`config.mk`:
```
export PLATFORM = sky130hd
export DESIGN_NAME = counter_array
export DESIGN_NICKNAME = d
export VERILOG_FILES = /design/src/include/ca_pkg.sv /design/src/include/cc_if.sv /design/src/design/cc_module.sv /design/src/design/counter_array.sv
export SDC_FILE = /design/constraint.sdc
export NUM_CORES = 1
export LEC_CHECK = 0
export ABC_AREA = 0
export BUFFER_PORTS_ARGS = -buffer_cell sky130_fd_sc_hd__buf_2
export CORE_MARGIN = 2
export CORE_UTILIZATION = 40
export CTS_BUF_LIST = sky130_fd_sc_hd__clkbuf_8 sky130_fd_sc_hd__clkbuf_16
export DETAILED_ROUTE_END_ITERATION = 10
export PLACE_DENSITY_LB_ADDON = 0.2
export SYNTH_ARGS = -nofsm -noshare
export SYNTH_HDL_FRONTEND = slang
export SYNTH_SLANG_ARGS = --single-unit
```
`constraint.sdc`:
```
create_clock -name clock -period 4.4 [get_ports clock]
set_input_delay 0.88 -clock clock [delete_from_list [all_inputs] [get_ports clock]]
set_output_delay 0.88 -clock clock [all_outputs]
set_load 0.02 [all_outputs]
```
`src/include/ca_pkg.sv`:
```
// Shared constants, register map and types of the counter array
package ca_pkg;
  localparam int COUNT_W = 16; // Time base width
  localparam int NUM_MODULES = 3; // Capture/compare modules
  localparam int WDG_INDEX = 2; // Module that can act as watchdog
  localparam int ADDR_W = 5; // Register address width
  localparam int DATA_W = 8; // Register data width
  localparam int DIV_SLOW = 12; // System clock divider, slow source
  localparam int DIV_FAST = 4; // System clock divider, fast source
  localparam int DIV_EXT = 8; // External oscillator divider
  // Register offsets
  localparam logic [ADDR_W-1:0] ADDR_CTRL = 5'h00; // Run and clock select
  localparam logic [ADDR_W-1:0] ADDR_COUNT_LO = 5'h01; // Time base low byte
  localparam logic [ADDR_W-1:0] ADDR_COUNT_HI = 5'h02; // Time base high byte
  localparam logic [ADDR_W-1:0] ADDR_STATUS = 5'h03; // Sticky events, read clears
  localparam logic [ADDR_W-1:0] ADDR_MASK = 5'h04; // Interrupt mask
  localparam logic [ADDR_W-1:0] ADDR_KICK = 5'h05; // Watchdog restart strobe
  localparam int MOD_BASE = 8; // First module register
  localparam int MOD_STRIDE = 4; // Address step between modules
  localparam int OFF_MODE = 0; // Module mode register
  localparam int OFF_CMP_LO = 1; // Module compare/capture low byte
  localparam int OFF_CMP_HI = 2; // Module compare/capture high byte
  // Control fields and reset value
  localparam int CTRL_RUN = 0; // Time base runs when set
  localparam int CTRL_SEL_LSB = 1; // Clock select field
  localparam logic [DATA_W-1:0] CTRL_RESET = 8'h01; // Running, slow source
  localparam logic [DATA_W-1:0] CTRL_MASK = 8'h0f; // Implemented control bits
  // Status bit positions
  localparam int ST_OVF = 0; // Time base wrapped
  localparam int ST_MOD_LSB = 1; // First module event bit
  localparam int ST_W = NUM_MODULES + 1; // Implemented status bits
  // Mode register fields
  localparam int MODE_RISE = 3; // Capture on rising edge
  localparam int MODE_FALL = 4; // Capture on falling edge
  localparam logic [DATA_W-1:0] MODE_MASK = 8'h1f; // Implemented mode bits
  // Time base clock sources
  typedef enum logic [2:0] {
    SRC_DIV_SLOW = 3'h0, SRC_DIV_FAST = 3'h1, SRC_TIMER0 = 3'h2,
    SRC_EXT_COUNT = 3'h3, SRC_SYS = 3'h4, SRC_EXT_OSC = 3'h5
  } src_e;
  // Module modes, Gray coded
  typedef enum logic [2:0] {
    MODE_OFF = 3'h0, MODE_CAPTURE = 3'h1, MODE_TIMER = 3'h3, MODE_HSO = 3'h2,
    MODE_PWM8 = 3'h6, MODE_PWM16 = 3'h7, MODE_FREQ = 3'h5, MODE_WATCHDOG = 3'h4
  } mode_e;
  localparam logic [DATA_W-1:0] MODE_RESET_WDG = 8'h04; // Watchdog mode code
  localparam logic [COUNT_W-1:0] CMP_RESET_WDG = 16'hffff; // Longest timeout
endpackage

```
`src/include/cc_if.sv`:
```
// Link between the time base and one capture/compare module
`timescale 1ns/1ps
`default_nettype none
interface cc_if;
  import ca_pkg::*;
  logic [COUNT_W-1:0] count; // Current time base value
  logic tick; // Time base advances this cycle
  logic wr_mode; // Write strobe, mode register
  logic wr_lo; // Write strobe, compare low byte
  logic wr_hi; // Write strobe, compare high byte
  logic kick; // Watchdog restart strobe
  logic [DATA_W-1:0] wdata; // Write data
  logic pin_in; // Module input from crossbar
  logic [DATA_W-1:0] mode; // Mode register value
  logic [COUNT_W-1:0] cmp; // Compare/capture value
  logic hit; // Module event pulse
  logic pin_out; // Module output to crossbar
  logic pin_oe; // Module drives its pin
  modport top (output count, tick, wr_mode, wr_lo, wr_hi, kick, wdata, pin_in,
               input mode, cmp, hit, pin_out, pin_oe);
  modport cc (input count, tick, wr_mode, wr_lo, wr_hi, kick, wdata, pin_in,
              output mode, cmp, hit, pin_out, pin_oe);
endinterface
`default_nettype wire

```
`src/design/cc_module.sv`:
```
// One capture/compare module working off the shared time base
`timescale 1ns/1ps
`default_nettype none
module cc_module import ca_pkg::*; #(
  parameter bit WATCHDOG_CAPABLE = 1'b0 // Module may run as watchdog
) (
  input wire logic clock, // System clock
  input wire logic rst, // Asynchronous reset, active high
  cc_if.cc bus // Link to the time base
);
  // Reset values differ for the watchdog-capable module
  localparam logic [DATA_W-1:0] MODE_INIT = WATCHDOG_CAPABLE ? MODE_RESET_WDG : 8'h00;
  localparam logic [COUNT_W-1:0] CMP_INIT = WATCHDOG_CAPABLE ? CMP_RESET_WDG : 16'h0000;

  logic [DATA_W-1:0] mode_q, mode_d; // Mode register
  logic [COUNT_W-1:0] cmp_q, cmp_d; // Compare/capture register
  logic out_q, out_d; // Pin output
  logic oe_q, oe_d; // Pin output enable
  logic hit_q, hit_d; // Event pulse
  logic prev_q, prev_d; // Pin input one cycle ago
  mode_e mode; // Decoded mode
  logic match; // Full compare match on a tick

  // Mode decode, watchdog code is inert on ordinary modules
  always_comb begin
    mode = mode_e'(mode_q[2:0]);
    if (mode == MODE_WATCHDOG && !WATCHDOG_CAPABLE) begin
      mode = MODE_OFF;
    end
    match = bus.tick && (bus.count == cmp_q);
  end

  // Next state of the module
  always_comb begin
    mode_d = mode_q;
    cmp_d = cmp_q;
    out_d = out_q;
    hit_d = 1'b0;
    prev_d = bus.pin_in;
    oe_d = 1'b0;
    if (bus.wr_mode) begin
      mode_d = bus.wdata & MODE_MASK;
    end
    if (bus.wr_lo) begin
      cmp_d[7:0] = bus.wdata;
    end
    if (bus.wr_hi) begin
      cmp_d[15:8] = bus.wdata;
    end
    case (mode)
      MODE_CAPTURE: begin
        // Input edge latches the time base
        if ((bus.pin_in && !prev_q && mode_q[MODE_RISE]) ||
            (!bus.pin_in && prev_q && mode_q[MODE_FALL])) begin
          cmp_d = bus.count;
          hit_d = 1'b1;
        end
      end
      MODE_TIMER: begin
        hit_d = match;
      end
      MODE_HSO: begin
        // Toggle the pin on every match
        oe_d = 1'b1;
        if (match) begin
          hit_d = 1'b1;
          out_d = !out_q;
        end
      end
      MODE_PWM8: begin
        // Duty from the high byte against the low count byte
        oe_d = 1'b1;
        out_d = bus.count[7:0] < cmp_q[15:8];
      end
      MODE_PWM16: begin
        oe_d = 1'b1;
        out_d = bus.count < cmp_q;
        hit_d = match;
      end
      MODE_FREQ: begin
        // Low byte steps ahead by the high byte after each toggle
        oe_d = 1'b1;
        if (bus.tick && bus.count[7:0] == cmp_q[7:0]) begin
          out_d = !out_q;
          cmp_d[7:0] = cmp_q[7:0] + cmp_q[15:8];
        end
      end
      MODE_WATCHDOG: begin
        // Kick pushes the deadline out by the low byte offset
        if (bus.kick) begin
          cmp_d[15:8] = bus.count[15:8] + cmp_q[7:0];
        end else if (bus.tick && bus.count[15:8] == cmp_q[15:8]) begin
          hit_d = 1'b1;
        end
      end
      default: begin
        out_d = 1'b0; // Idle output low
      end
    endcase
  end

  // Register the module state
  always_ff @(posedge clock or posedge rst) begin
    if (rst) begin
      mode_q <= MODE_INIT;
      cmp_q <= CMP_INIT;
      out_q <= 1'b0;
      oe_q <= 1'b0;
      hit_q <= 1'b0;
      prev_q <= 1'b0;
    end else begin
      mode_q <= mode_d;
      cmp_q <= cmp_d;
      out_q <= out_d;
      oe_q <= oe_d;
      hit_q <= hit_d;
      prev_q <= prev_d;
    end
  end

  assign bus.mode = mode_q;
  assign bus.cmp = cmp_q;
  assign bus.hit = hit_q;
  assign bus.pin_out = out_q;
  assign bus.pin_oe = oe_q;
endmodule // cc_module
`default_nettype wire

```
`src/design/counter_array.sv`:
```
// Counter array top: shared time base, registers and three modules
//
// The implementer's own choices: the register offsets and the plain strobed port.
`timescale 1ns/1ps
`default_nettype none
module counter_array import ca_pkg::*; #(
  parameter int MODULES = NUM_MODULES // Capture/compare module count
) (
  input wire logic clock, // System clock, 200 MHz
  input wire logic rst, // Asynchronous reset, active high
  input wire logic [ADDR_W-1:0] addr, // Register address
  input wire logic [DATA_W-1:0] wdata, // Register write data
  input wire logic wr, // Write strobe
  input wire logic rd, // Read strobe
  output logic [DATA_W-1:0] rdata, // Read data, cycle after rd
  input wire logic timer0_overflow, // Timer 0 overflow pulse
  input wire logic external_count_input, // Count input from crossbar
  input wire logic ext_osc_clock, // External oscillator level
  input wire logic [MODULES-1:0] module_in, // Module inputs from crossbar
  output logic [MODULES-1:0] module_out, // Module outputs to crossbar
  output logic [MODULES-1:0] module_oe, // Module output enables
  output logic irq, // Level interrupt
  output logic watchdog_reset // Watchdog timeout pulse
);
  localparam int SW = MODULES + 1; // Status width

  logic [DATA_W-1:0] ctrl_q, ctrl_d; // Run and clock select
  logic [COUNT_W-1:0] count_q, count_d; // Shared time base
  logic [3:0] slow_q, slow_d; // Divide-by-slow prescaler
  logic [1:0] fast_q, fast_d; // Divide-by-fast prescaler
  logic [2:0] ext_q, ext_d; // External oscillator edge counter
  logic ext_prev_q, ext_prev_d; // Oscillator level last cycle
  logic eci_prev_q, eci_prev_d; // Count input level last cycle
  logic [SW-1:0] status_q, status_d; // Sticky events
  logic [SW-1:0] mask_q, mask_d; // Interrupt mask
  logic [DATA_W-1:0] rdata_q, rdata_d; // Read data register
  logic irq_q, irq_d; // Interrupt output register
  logic wdog_q, wdog_d; // Watchdog timeout register
  logic tick; // Time base advances this cycle
  logic ovf; // Time base wraps this cycle
  logic ext_rise; // Oscillator rising edge
  logic eci_rise; // Count input rising edge
  logic [SW-1:0] events; // Event pulses this cycle
  src_e src; // Selected clock source
  logic [DATA_W-1:0] mode_arr [MODULES]; // Module mode copies
  logic [COUNT_W-1:0] cmp_arr [MODULES]; // Module compare copies
  logic [MODULES-1:0] hit_vec; // Module event pulses

  cc_if mif [MODULES] (); // One link per module

  // Source edges from synchronous inputs
  always_comb begin
    ext_rise = ext_osc_clock && !ext_prev_q;
    eci_rise = external_count_input && !eci_prev_q;
    src = src_e'(ctrl_q[CTRL_SEL_LSB +: 3]);
  end

  // Prescalers free-run so a source switch takes effect at once
  always_comb begin
    slow_d = (slow_q == 4'(DIV_SLOW - 1)) ? 4'h0 : slow_q + 4'h1;
    fast_d = (fast_q == 2'(DIV_FAST - 1)) ? 2'h0 : fast_q + 2'h1;
    ext_d = ext_q;
    if (ext_rise) begin
      ext_d = (ext_q == 3'(DIV_EXT - 1)) ? 3'h0 : ext_q + 3'h1;
    end
    ext_prev_d = ext_osc_clock;
    eci_prev_d = external_count_input;
  end

  // Clock source select
  always_comb begin
    tick = 1'b0;
    case (src)
      SRC_DIV_SLOW: tick = (slow_q == 4'(DIV_SLOW - 1));
      SRC_DIV_FAST: tick = (fast_q == 2'(DIV_FAST - 1));
      SRC_TIMER0: tick = timer0_overflow;
      SRC_EXT_COUNT: tick = eci_rise;
      SRC_SYS: tick = 1'b1;
      SRC_EXT_OSC: tick = ext_rise && (ext_q == 3'(DIV_EXT - 1));
      default: tick = 1'b0; // Unused codes stop the time base
    endcase
    tick = tick && ctrl_q[CTRL_RUN];
  end

  // Time base next value; software write wins over counting
  always_comb begin
    count_d = count_q;
    ovf = tick && (count_q == 16'hffff);
    if (tick) begin
      count_d = count_q + 16'h0001;
    end
    if (wr && addr == ADDR_COUNT_LO) begin
      count_d[7:0] = wdata;
    end
    if (wr && addr == ADDR_COUNT_HI) begin
      count_d[15:8] = wdata;
    end
  end

  // Per-module links and instances
  genvar i;
  generate
    for (i = 0; i < MODULES; i++) begin : g_mod
      localparam logic [ADDR_W-1:0] A_MODE = ADDR_W'(MOD_BASE + i * MOD_STRIDE + OFF_MODE);
      localparam logic [ADDR_W-1:0] A_LO = ADDR_W'(MOD_BASE + i * MOD_STRIDE + OFF_CMP_LO);
      localparam logic [ADDR_W-1:0] A_HI = ADDR_W'(MOD_BASE + i * MOD_STRIDE + OFF_CMP_HI);
      // Every module sees the same count and tick
      assign mif[i].count = count_q;
      assign mif[i].tick = tick;
      assign mif[i].wdata = wdata;
      assign mif[i].wr_mode = wr && (addr == A_MODE);
      assign mif[i].wr_lo = wr && (addr == A_LO);
      assign mif[i].wr_hi = wr && (addr == A_HI);
      assign mif[i].kick = wr && (addr == ADDR_KICK) && (i == WDG_INDEX);
      assign mif[i].pin_in = module_in[i];
      assign mode_arr[i] = mif[i].mode;
      assign cmp_arr[i] = mif[i].cmp;
      assign hit_vec[i] = mif[i].hit;
      // Pins leave only toward the crossbar
      assign module_out[i] = mif[i].pin_out;
      assign module_oe[i] = mif[i].pin_oe;
      cc_module #(
        .WATCHDOG_CAPABLE(i == WDG_INDEX)
      ) u_cc (
        .clock(clock),
        .rst(rst),
        .bus(mif[i])
      );
    end
  endgenerate

  // Control, mask, status and interrupt next values
  always_comb begin
    ctrl_d = ctrl_q;
    mask_d = mask_q;
    if (wr && addr == ADDR_CTRL) begin
      ctrl_d = wdata & CTRL_MASK;
    end
    if (wr && addr == ADDR_MASK) begin
      mask_d = wdata[SW-1:0];
    end
    events = {hit_vec, ovf};
    status_d = status_q;
    if (rd && addr == ADDR_STATUS) begin
      status_d = '0; // Read clears
    end
    status_d = status_d | events; // New event beats the clear
    irq_d = |(status_d & mask_d);
    // Timeout only counts while module 2 is in watchdog mode
    wdog_d = hit_vec[WDG_INDEX] &&
             (mode_arr[WDG_INDEX][2:0] == MODE_WATCHDOG);
  end

  // Read data decode, zero for unmapped addresses
  always_comb begin
    rdata_d = '0;
    if (!rd) begin
      rdata_d = '0; // Data stand only after a read
    end else if (addr == ADDR_CTRL) begin
      rdata_d = ctrl_q;
    end else if (addr == ADDR_COUNT_LO) begin
      rdata_d = count_q[7:0];
    end else if (addr == ADDR_COUNT_HI) begin
      rdata_d = count_q[15:8];
    end else if (addr == ADDR_STATUS) begin
      rdata_d = DATA_W'(status_q);
    end else if (addr == ADDR_MASK) begin
      rdata_d = DATA_W'(mask_q);
    end else begin
      // Module registers by stride
      for (int m = 0; m < MODULES; m++) begin
        if (addr == ADDR_W'(MOD_BASE + m * MOD_STRIDE + OFF_MODE)) begin
          rdata_d = mode_arr[m];
        end else if (addr == ADDR_W'(MOD_BASE + m * MOD_STRIDE + OFF_CMP_LO)) begin
          rdata_d = cmp_arr[m][7:0];
        end else if (addr == ADDR_W'(MOD_BASE + m * MOD_STRIDE + OFF_CMP_HI)) begin
          rdata_d = cmp_arr[m][15:8];
        end
      end
    end
  end

  // Register all top-level state
  always_ff @(posedge clock or posedge rst) begin
    if (rst) begin
      ctrl_q <= CTRL_RESET;
      count_q <= 16'h0000;
      slow_q <= 4'h0;
      fast_q <= 2'h0;
      ext_q <= 3'h0;
      ext_prev_q <= 1'b0;
      eci_prev_q <= 1'b0;
      status_q <= '0;
      mask_q <= '0;
      rdata_q <= 8'h00;
      irq_q <= 1'b0;
      wdog_q <= 1'b0;
    end else begin
      ctrl_q <= ctrl_d;
      count_q <= count_d;
      slow_q <= slow_d;
      fast_q <= fast_d;
      ext_q <= ext_d;
      ext_prev_q <= ext_prev_d;
      eci_prev_q <= eci_prev_d;
      status_q <= status_d;
      mask_q <= mask_d;
      rdata_q <= rdata_d;
      irq_q <= irq_d;
      wdog_q <= wdog_d;
    end
  end

  assign rdata = rdata_q;
  assign irq = irq_q;
  assign watchdog_reset = wdog_q;
endmodule // counter_array
`default_nettype wire

```
==> results of run 1 <==
-- critical path: stages (launching register included) --
cell and delay, ns:
dfrtp_1 0.37, ha_1 0.16, ha_1 0.17, nand3b_1 0.09
a32oi_1 0.76, nand4_2 0.39, o21bai_2 0.41, a21oi_1 0.11
a211o_1 0.28
-- cell usage after synthesis, drive strengths merged, types with 4 or more instances --
| cell type | n | area (um2) |
|---|---|---|
| inv | 62 | 232.7 |
| dfstp | 18 | 473.0 |
| nor2b | 8 | 50.05 |
| mux2i | 51 | 510.5 |
| ha | 102 | 1276 |
| nand2b | 20 | 125.1 |
| nand2 | 68 | 257.8 |
| a21o | 17 | 127.6 |
| and3 | 9 | 56.30 |
| o211ai | 5 | 37.54 |
| o22ai | 17 | 106.4 |
| a221o | 5 | 50.05 |
| nand4 | 18 | 118.9 |
| clkbuf | 31 | 116.4 |
| a21boi | 7 | 52.55 |
| nand3 | 32 | 165.2 |
| a211oi | 12 | 90.09 |
| and4 | 5 | 43.79 |
| and2 | 4 | 25.02 |
| o21a | 6 | 45.04 |
| o221ai | 11 | 96.34 |
| a21oi | 95 | 479.2 |
| xor2 | 21 | 183.9 |
| nand3b | 8 | 60.06 |
| dfrtp | 106 | 2653 |
| o21bai | 5 | 41.29 |
| xnor2 | 16 | 140.1 |
| nor3 | 15 | 80.08 |
| nor2 | 86 | 330.3 |
| mux2 | 30 | 337.8 |
| a211o | 7 | 61.31 |
| nor3b | 4 | 45.05 |
| o21ai | 74 | 370.4 |
| fa | 4 | 80.08 |
| buf | 32 | 182.7 |
| a31oi | 9 | 56.30 |
| a22oi | 29 | 217.7 |
-- through the flow --
step	setup WS, ns	total power, W	utilization (%)
global placement	1.325	0.005457	42.32
finish	1.539	0.006912	44.59
floorplan	0.2506	0.004405	-
detailed placement	1.300	0.005506	42.32
global route	1.427	0.007452	44.58
CTS	1.642	0.006879	44.58
-- layer usage --
layer	wire (um)	track usage (%)	share of wire, %
met1	15250	37.30	45
met2	14780	40.62	44
met3	2906	7.206	8.6
met4	948	8.559	2.8
met5	0	0	0
-- report_power, final --
group          internal, W  switching [W]  leakage, nW
registers          0.00154       0.000711         1.52
logic              0.00146        0.00186         3.08
clock network     0.000744       0.000591        0.265
-- sequential cells by signal, indices dropped and copies added (netlist names), 4 cells and up --
name and cells:
g_mod.u_cc.bus.cmp 48, g_mod.u_cc.bus.mode 15, status_q 4, ctrl_q 4, mask_q 4, slow_q 4, rdata 8, count_q 16
-- area by class of cell --
cell class	count	area, um2
Clock buffer	18	439.2
Multi-Input combinational cell	846	6131
Clock inverter	14	107.6
Sequential cell	124	3126
Tap cell	324	405.4
Fill cell	2375	13400
Antenna cell	1	2.502
Inverter	62	237.7
Timing Repair Buffer	57	332.8
-- worst min path at each step --
stage	cells past startpoint	startpoint	slack, ns	end
floorplan	1	fast_q[0]$_DFF_PP0_	0.40	fast_q[0]$_DFF_PP0_
global route	1	fast_q[0]$_DFF_PP0_	0.47	fast_q[0]$_DFF_PP0_
CTS	1	fast_q[0]$_DFF_PP0_	0.44	fast_q[0]$_DFF_PP0_
finish	1	fast_q[0]$_DFF_PP0_	0.44	fast_q[0]$_DFF_PP0_
global placement	1	fast_q[0]$_DFF_PP0_	0.42	fast_q[0]$_DFF_PP0_
detailed placement	1	fast_q[0]$_DFF_PP0_	0.42	fast_q[0]$_DFF_PP0_
-- logic make-up after synthesis --
logic type,share of synthesized area (%)
compound gates,21.37
xor+xnor,3.311
fa+ha+maj,13.86
buf+inv,5.433
flops,31.93
mux,8.667
simple gates,15.43
==> out/results.txt, run 1 <==
most common cell after layout, fill and taps aside: dfrtp_1
Most used DFF post-synth: dfrtp_1
initial core utilization: 40.49%
# rows: 57
post-route cell area: 10780 um2
R2R Setup Slk: 1.54 ns
Area after DPL: 10230 um2
Mapped Cells: 1095
Seq/Total Area, Yosys: 31.93%
vias per std cell: 6.035
post-DP HPWL: 24770 um
GRT Residual Overflow: 0
r2r worst-path depth: 8
initial antenna violation count: 1
root buf cell: clkbuf_16
ys async rst share: 100.0%
# hold bufs at CTS: 0
Tightest Pin Transition: 0.9867 ns
Detail Route Antenna Nets: 0
# H-tree levels: 4
highest clock rate: 349.5 MHz
Post-Route WL: 33880 um
Critical Path RT: 4.71 ns
Fin Setup TNS: 0 ns
crit share post-route: 65.03%
I/O Buffers: 38
Layout Cells excl Fill: 1446
launch point of the worst reg-to-reg path: ext_q[0]$_DFFE_PP0N_
Die Y: 160.4 um
Die Width: 160.4 um
post-synthesis net count: 1224
Worst Setup EP: g_mod[1].u_cc.bus.cmp[2]$_DFF_PP0_
yosys warns: 0
DR vias: 8726
Max Cap Viol: 0
hold_ws: 0.4372 ns
DR WL/cell: 23.43 um
DRT iter0 DRCs: 944
final hold vios: 0
CORE AREA: 24180 um2
CTS sink cnt: 124
Syn Area/Cell: 8.939 um2
clock-pin slew on the worst setup and hold paths: 0.06 ns
Clock Latency Late Sink: 0.43 ns
power density over cell area: 641.1 nW/um2
EDFF count, synth: 0
Setup Buffers After CTS: 0
PostCTS Resize Cnt: 0
Layout area overhead: 10.15%
Clock Tree Buf Depth: 2
GRT Overall Usage: 26.82%
fin crit period: 2.861 ns
largest net degree at the start of global routing: 98
Worst Setup End Kind: flip-flop
outcome: completed
Synth Register Bits: 124
path type of the worst setup path: reg2reg
maximum vdd drop: 0.2629 mV
relative slew slack: 34.22%
crit start category: flip-flop
leak pwr: 4.865 nW
synth unique cells: 81
Post-route DRC: 0
routability cong.: 1.003
RSZ-0062 raised after global routing: no
hold crit path type: reg2reg
worst r2r dst: g_mod[1].u_cc.bus.cmp[2]$_DFF_PP0_
CP Launch Point: ext_q[0]$_DFFE_PP0N_
DR pass1 iterations: 5
Arrival @ worst endpoint: 3.18 ns
area of the mapped netlist: 9788 um2
crit-path max FO: 7
CTS tree: yes
share of cells above drive strength 1: 13.38%
Final setup viols: 0
Nets: 1237
number of global-route vias before repair: 8366
placed cell count: 1413
skew final: 0.01519 ns
most frequent cells in the layout: dfrtp_1, ha_1, a21oi_1, nor2_1, nand2_1
first-pass GRT wire length: 51940 um
Final Max Slew Viols: 0
CTS buffer count: 17
Die ar.: 25740 um2
num ports: 39
Note: power is estimated with default switching activity, not from simulation.
==> inputs of run 2 (changes only) <==
--- a/config.mk
+++ b/config.mk
@@ -5,7 +5,7 @@
 export SDC_FILE = /design/constraint.sdc
 export NUM_CORES = 1
 export LEC_CHECK = 0
-export ABC_AREA = 0
+export ABC_AREA = 1
 export BUFFER_PORTS_ARGS = -buffer_cell sky130_fd_sc_hd__buf_2
 export CORE_MARGIN = 2
 export CORE_UTILIZATION = 40
==> constraint.sdc (replaced) <==
create_clock -name clock -period 2.8 [get_ports clock]
set_input_delay 0.56 -clock clock [delete_from_list [all_inputs] [get_ports clock]]
set_output_delay 0.56 -clock clock [all_outputs]
set_load 0.02 [all_outputs]
==> run 2 against run 1 <==
  * Synthesized cell count up 19%
  * Wire length up 1.2%
  * Worst setup slack worse by 1.2 ns
  * Die area down 0.66%
  * First-iteration DRC count down 16%
  * Final area up 2.2%
  * Non-clock buffer count up 17
  * Largest cell class unchanged
==> out/results.txt, run 2 <==
outcome: completed (unchanged)
num ports: 39 (unchanged)
GR Layer Usage met3: 5.325% (was 7.206%)
Layout area overhead: 13.32% (was 10.15%)
most frequent cells in the layout: nand2_1, inv_1, o21ai_0, dfrtp_1, ha_1 (was dfrtp_1, ha_1, a21oi_1, nor2_1, nand2_1)
most common cell after layout, fill and taps aside: nand2_1 (was dfrtp_1)
Die ar.: 25570 um2 (was 25740 um2)
Arrival @ worst endpoint: 2.77 ns (was 3.18 ns)
ys async rst share: 100.0% (unchanged)
Worst Setup End Kind: flip-flop (unchanged)
yosys warns: 0 (unchanged)
skew final: 0.009785 ns (was 0.01519 ns)
RSZ-0062 raised after global routing: no (unchanged)
top cells by area, synth: dfrtp_1, ha_1, nand2_1 (was dfrtp_1, ha_1, mux2i_1)
power density over cell area: 1045 nW/um2 (was 641.1 nW/um2)
Final setup viols: 0 (unchanged)
Placement Setup Slack: 0.2289 ns (was 1.300 ns)
crit-path max FO: 10 (was 7)
Final Max Slew Viols: 0 (unchanged)
Detail Route Antenna Nets: 0 (unchanged)
Worst Slack Setup Final: 0.3224 ns (was 1.539 ns)
area of the mapped netlist: 9722 um2 (was 9788 um2)
Mapped Cells: 1308 (was 1095)
Nets: 1498 (was 1237)
path type of the worst setup path: reg2reg (unchanged)
Clk pwr share: 19.3% (about the same)
leak pwr: 5.290 nW (was 4.865 nW)
CTS sink cnt: 124 (unchanged)
root buf cell: clkbuf_16 (unchanged)
vias per std cell: 5.518 (was 6.035)
Synth Register Bits: 124 (unchanged)
initial antenna violation count: 0 (was 1)
EDFF count, synth: 0 (unchanged)
post-DP HPWL: 25820 um (was 24770 um)
share of the synthesized area in the top cell type: 27.28% (was 27.10%)
PostCTS Resize Cnt: 0 (unchanged)
DR vias: 9413 (was 8726)
max FFs per register: 48 (unchanged)
highest clock rate: 403.6 MHz (was 349.5 MHz)
Seq pwr share: 30.3% (was 32.6%)
Tightest Pin Transition: 0.7489 ns (was 0.9867 ns)
combinational share of power: 50.4% (was 48.0%)
gr busiest metal: met2 (unchanged)
most frequent cells after synthesis: nand2_1, inv_1, o21ai_0 (was dfrtp_1, ha_1, a21oi_1)
relative slew slack: 50.07% (was 34.22%)
I/O Buffers: 38 (unchanged)
Clock Latency Late Sink: 0.44 ns (was 0.43 ns)
# H-tree levels: 4 (unchanged)
synth unique cells: 52 (was 81)
crit share post-route: 88.49% (was 65.03%)
final hold vios: 0 (unchanged)
crit start category: flip-flop (unchanged)
Syn Area/Cell: 7.433 um2 (was 8.939 um2)
Seq/Total Area, Yosys: 32.15% (was 31.93%)
GRT Residual Overflow: 0 (unchanged)
Sw Pwr: 0.005475 W (was 0.003166 W)
met2 track demand over resource: 42.90% (was 40.62%)
Setup Buffers After CTS: 0 (unchanged)
Most used DFF post-synth: dfrtp_1 (unchanged)
CTS tree: yes (unchanged)
Critical Path RT: 3.10 ns (was 4.71 ns)
Post-Route WL: 34280 um (was 33880 um)
fin crit period: 2.478 ns (was 2.861 ns)
Max Cap Viol: 0 (unchanged)
Internal: 0.006038 W (was 0.003747 W)
DR WL/cell: 20.09 um (was 23.43 um)
hold crit path type: in2reg (was reg2reg)
post-synthesis net count: 1437 (was 1224)
DRT iter0 DRCs: 796 (was 944)
area leader, netlist: dfrtp_1 (unchanged)
CORE AREA: 24110 um2 (was 24180 um2)
Die Width: 159.9 um (was 160.4 um)
switching share of power: 47.56% (was 45.80%)
# hold bufs at CTS: 0 (unchanged)
initial core utilization: 40.33% (was 40.49%)
GRT Overall Usage: 27.39% (was 26.82%)
maximum vdd drop: 0.5304 mV (was 0.2629 mV)
Die Y: 159.9 um (was 160.4 um)
Fin Setup TNS: 0 ns (unchanged)
met1 GRT Util: 36.49% (was 37.30%)
routability cong.: 0.9892 (was 1.003)
DR pass1 iterations: 5 (unchanged)
largest net degree at the start of global routing: 125 (was 98)
Post-route DRC: 0 (unchanged)
# rows: 57 (unchanged)
Clock Tree Buf Depth: 2 (unchanged)
first-pass GRT wire length: 52540 um (was 51940 um)
number of global-route vias before repair: 8860 (was 8366)
clock-pin slew on the worst setup and hold paths: 0.07 ns (was 0.06 ns)
Ant. Diodes: 0 (was 1)
CTS buffer count: 17 (unchanged)
share of cells above drive strength 1: 13.82% (was 13.38%)
top-count cell post-synth: nand2_1 (was dfrtp_1)
## run 2: cell count changes in the layout (fill, tap and decap cells not counted), moves of 22 or more
cell      change
nand3_1      +23
o211ai_1     +22
inv_1       +110
o21ai_0      +76
inv_2        +24
a22oi_1      -24
nand2_1     +221
mux2_2       -23
mux2i_1      -51
## run 2: final timing paths
path / slack (ns) / from / depth (start not counted) / to
hold reg to reg: 0.43 / fast_q[0]$_DFF_PP0_ / 1 / fast_q[0]$_DFF_PP0_
max in group asynchronous: 1.91 / rst / 3 / rdata[5]$_DFF_PP0_
min in group asynchronous: 0.29 / rst / 3 / g_mod[0].u_cc.bus.cmp[10]$_DFF_PP0_
hold / removal: 0.24 / ext_osc_clock / 1 / ext_prev_q$_DFF_PP0_
setup reg to reg: 0.32 / ext_q[0]$_DFFE_PP0N_ / 13 / count_q[0]$_DFFE_PP0P_
setup / recovery: 0.32 / ext_q[0]$_DFFE_PP0N_ / 13 / count_q[0]$_DFFE_PP0P_
## run 2: metal layers
layer  part of all wire [%]  wire length (um)
met3                    7.8              2683
met2                     44             15180
met5                      0                 0
met1                     43             14820
met4                    4.6              1587
## run 2: power groups by stage
stage	registers [W]	clock network, W	logic (W)
detailed placement	0.00348	0	0.00572
CTS	0.00345	0.00224	0.00577
floorplan	0.00305	0	0.00418
global placement	0.00348	0	0.00563
finish	0.00348	0.00222	0.00581
global route	0.00353	0.00232	0.00666
## run 2: worst max-delay path: stages (launching register included)
cell and delay [ns]:
dfrtp_1 0.39, ha_1 0.20, ha_1 0.19, inv_1 0.07, o21ai_1 0.06, nand2_1 0.06, nand2_1 0.05, nand2_1 0.47
inv_2 0.15, buf_4 0.22, nor2_1 0.19, inv_1 0.13, nand2_1 0.08, a22oi_1 0.05
## run 2: final cells by class
class / instances / area [um2]
Clock buffer: 17 / 425.4
Clock inverter: 15 / 155.1
Fill cell: 2458 / 13090
Inverter: 197 / 743.2
Multi-Input combinational cell: 955 / 5689
Sequential cell: 124 / 3126
Tap cell: 324 / 405.4
Timing Repair Buffer: 74 / 473.0
## run 2: cells by family (layout without fill, tap and decap cells)
logic type	Yosys count	in the layout	synth area share, %
buffers and inverters	229	303	9.331
adder cells (fa/ha/maj)	106	106	13.95
AO/OA/AOI/OAI	327	327	19.41
AND/OR/NAND/NOR	496	496	22.82
flip-flops	124	124	32.15
XOR/XNOR	26	26	2.342
## run 2: per-stage QoR
step           hold WS (ns)  power, W  std cells  util [%]  area (um2)
5_1_grt              0.2366   0.01251       1706     45.70       11020
4_1_cts              0.2294   0.01146       1706     45.70       11020
2_1_floorplan        0.4031  0.007235       1308         -        9726
3_5_place_dp         0.4181  0.009195       1674     43.29       10440
3_3_place_gp         0.4154  0.009110       1674     43.29       10440
6_report             0.2379   0.01151       1706     45.70       11020
==> inputs of run 3 (changes only) <==
--- a/config.mk
+++ b/config.mk
@@ -7,6 +7,7 @@
 export LEC_CHECK = 0
 export ABC_AREA = 1
 export BUFFER_PORTS_ARGS = -buffer_cell sky130_fd_sc_hd__buf_2
+export CORE_ASPECT_RATIO = 1.25
 export CORE_MARGIN = 2
 export CORE_UTILIZATION = 40
 export CTS_BUF_LIST = sky130_fd_sc_hd__clkbuf_8 sky130_fd_sc_hd__clkbuf_16
==> run 3 against run 2 <==
  * Die area about the same
  * Power down 0.53%
  * Via count is essentially flat
  * First-iteration DRC count shrank 3.4%
  * Largest cell class unchanged
  * Critical endpoint is now g_mod[1].u_cc.bus.cmp[2]$_DFF_PP0_
  * Hold slack lost 0.12 ns
  * Critical path depth decreased by 7
  * Sequential power increased by 2%
  * Clock-buffer cell count stayed put
  * Sequential cell count stayed put
  * Largest power group unchanged
  * Non-clock buffer count down 5
==> out/results.txt, run 3 (same netlist as run 2, synthesis figures left out) <==
GR Layer Usage met3: 4.752% (was 5.325%)
DR WL/cell: 20.45 um (was 20.09 um)
Clock Tree Buf Depth: 2 (unchanged)
Internal: 0.005986 W (was 0.006038 W)
vias per std cell: 5.532 (was 5.518)
gr busiest metal: met2 (unchanged)
outcome: completed (unchanged)
Sw Pwr: 0.005466 W (was 0.005475 W)
GRT Overall Usage: 27.99% (was 27.39%)
skew final: 0.01135 ns (was 0.009785 ns)
Layout area overhead: 12.79% (was 13.32%)
Clock Latency Late Sink: 0.44 ns (about the same)
max FFs per register: 48 (unchanged)
DR pass1 iterations: 5 (unchanged)
largest net degree at the start of global routing: 66 (was 125)
CORE AREA: 23810 um2 (was 24110 um2)
hold_ws: 0.1228 ns (was 0.2379 ns)
first-pass GRT wire length: 53030 um (was 52540 um)
hold crit path type: in2async (was in2reg)
Die Y: 178.3 um (was 159.9 um)
power density over cell area: 1044 nW/um2 (was 1045 nW/um2)
crit share post-route: 87.01% (was 88.49%)
Post-Route WL: 34810 um (was 34280 um)
CTS tree: yes (unchanged)
Reg area: 3126 um2 (unchanged)
Seq pwr share: 30.9% (was 30.3%)
most common cell after layout, fill and taps aside: nand2_1 (unchanged)
Multi-input gate area: 5689 um2 (unchanged)
Ant. Diodes: 0 (unchanged)
CTS buffer count: 17 (unchanged)
post-route cell area: 10970 um2 (was 11020 um2)
PostCTS Resize Cnt: 0 (unchanged)
Worst Slack Setup Final: 0.3637 ns (was 0.3224 ns)
relative slew slack: 54.36% (was 50.07%)
post-DP HPWL: 26800 um (was 25820 um)
share of cells above drive strength 1: 13.44% (was 13.82%)
Critical Path RT: 3.12 ns (was 3.10 ns)
number of global-route vias before repair: 9022 (was 8860)
Area after DPL: 10400 um2 (was 10440 um2)
root buf cell: clkbuf_16 (unchanged)
Placement Setup Slack: 0.4039 ns (was 0.2289 ns)
fillcell total: 2511 (was 2458)
Detail Route Antenna Nets: 0 (unchanged)
Worst Setup End Kind: flip-flop (unchanged)
met1 GRT Util: 35.04% (was 36.49%)
CTS sink cnt: 124 (unchanged)
Nets: 1493 (was 1498)
leak pwr: 5.245 nW (was 5.290 nW)
DRT iter0 DRCs: 769 (was 796)
Tightest Pin Transition: 0.6845 ns (was 0.7489 ns)
initial antenna violation count: 0 (unchanged)
R2R Setup Slk: 0.36 ns (was 0.32 ns)
DR vias: 9416 (was 9413)
switching share of power: 47.73% (was 47.56%)
# rows: 63 (was 57)
Setup Buffers After CTS: 0 (unchanged)
I/O Buffers: 38 (unchanged)
Final setup viols: 0 (unchanged)
path type of the worst setup path: reg2reg (unchanged)
final hold vios: 0 (unchanged)
launch point of the worst reg-to-reg path: count_q[4]$_DFFE_PP0P_ (was ext_q[0]$_DFFE_PP0N_)
crit start category: flip-flop (unchanged)
Clk pwr share: 19.0% (was 19.3%)
num ports: 39 (unchanged)
clock-pin slew on the worst setup and hold paths: 0.06 ns (was 0.07 ns)
combinational share of power: 50.1% (was 50.4%)
# hold bufs at CTS: 0 (unchanged)
Final Max Slew Viols: 0 (unchanged)
# H-tree levels: 4 (unchanged)
Max Cap Viol: 0 (unchanged)
fin crit period: 2.436 ns (was 2.478 ns)
RSZ-0062 raised after global routing: no (unchanged)
r2r worst-path depth: 6 (was 13)
met2 track demand over resource: 46.29% (was 42.90%)
maximum vdd drop: 0.5224 mV (was 0.5304 mV)
Pwr Total: 0.01145 W (was 0.01151 W)
most frequent cells in the layout: nand2_1, inv_1, o21ai_0, dfrtp_1, ha_1 (unchanged)
GRT Residual Overflow: 0 (unchanged)
crit-path max FO: 11 (was 10)
Post-route DRC: 0 (unchanged)
highest clock rate: 410.5 MHz (was 403.6 MHz)
worst r2r dst: g_mod[1].u_cc.bus.cmp[2]$_DFF_PP0_ (was count_q[0]$_DFFE_PP0P_)
CP Launch Point: count_q[4]$_DFFE_PP0P_ (was ext_q[0]$_DFFE_PP0N_)
Fin Setup TNS: 0 ns (unchanged)
routability cong.: 1.012 (was 0.9892)
Arrival @ worst endpoint: 2.75 ns (was 2.77 ns)
Die Width: 143.4 um (was 159.9 um)
initial core utilization: 40.84% (was 40.33%)
Die ar.: 25580 um2 (was 25570 um2)
run 3: per-stage QoR:
stage | util (%) | cells
after global routing | 46.06 | 1702
after detailed placement | 43.69 | 1670
after CTS | 46.06 | 1702
after floorplan | - | 1308
final | 46.06 | 1702
after global placement | 43.69 | 1670
run 3: power groups by stage:
stage                     Clock (W)  Combinational [W]  Sequential (W)
after global routing        0.00228            0.00654         0.00357
after global placement            0            0.00554         0.00354
after floorplan                   0            0.00418         0.00305
after CTS                   0.00220            0.00568         0.00350
final                       0.00218            0.00574         0.00354
after detailed placement          0            0.00565         0.00352
run 3: final cells by class:
type,instances,area share [%]
clock inverter,15,1.278
multi-input combinational,955,51.88
clock buffer,17,3.880
timing repair buffer,69,3.971
inverter,197,6.778
sequential,124,28.50
tap,325,3.708
run 3: worst max path at each step:
stage	slack [ns]	endpoint
2_1_floorplan	0.73	count_q[0]$_DFFE_PP0P_
3_3_place_gp	0.43	g_mod[1].u_cc.bus.cmp[6]$_DFF_PP0_
3_5_place_dp	0.40	g_mod[1].u_cc.bus.cmp[2]$_DFF_PP0_
4_1_cts	0.40	g_mod[1].u_cc.bus.cmp[2]$_DFF_PP0_
5_1_grt	0.17	g_mod[1].u_cc.bus.cmp[3]$_DFF_PP0_
6_report	0.36	g_mod[1].u_cc.bus.cmp[2]$_DFF_PP0_
run 3: metal layers:
layer	part of all wire [%]	wire (um)
met4	5.3	1833
met1	41	14300
met5	0	0
met3	6.1	2117
met2	48	16560
run 3: worst max-delay path: stages (launching register included):
cell,delay [ns]
dfrtp_1,0.62
ha_1,0.40
nand2_1,0.06
nor4_1,0.43
nand3_1,0.45
a21oi_1,0.27
o21bai_1,0.07
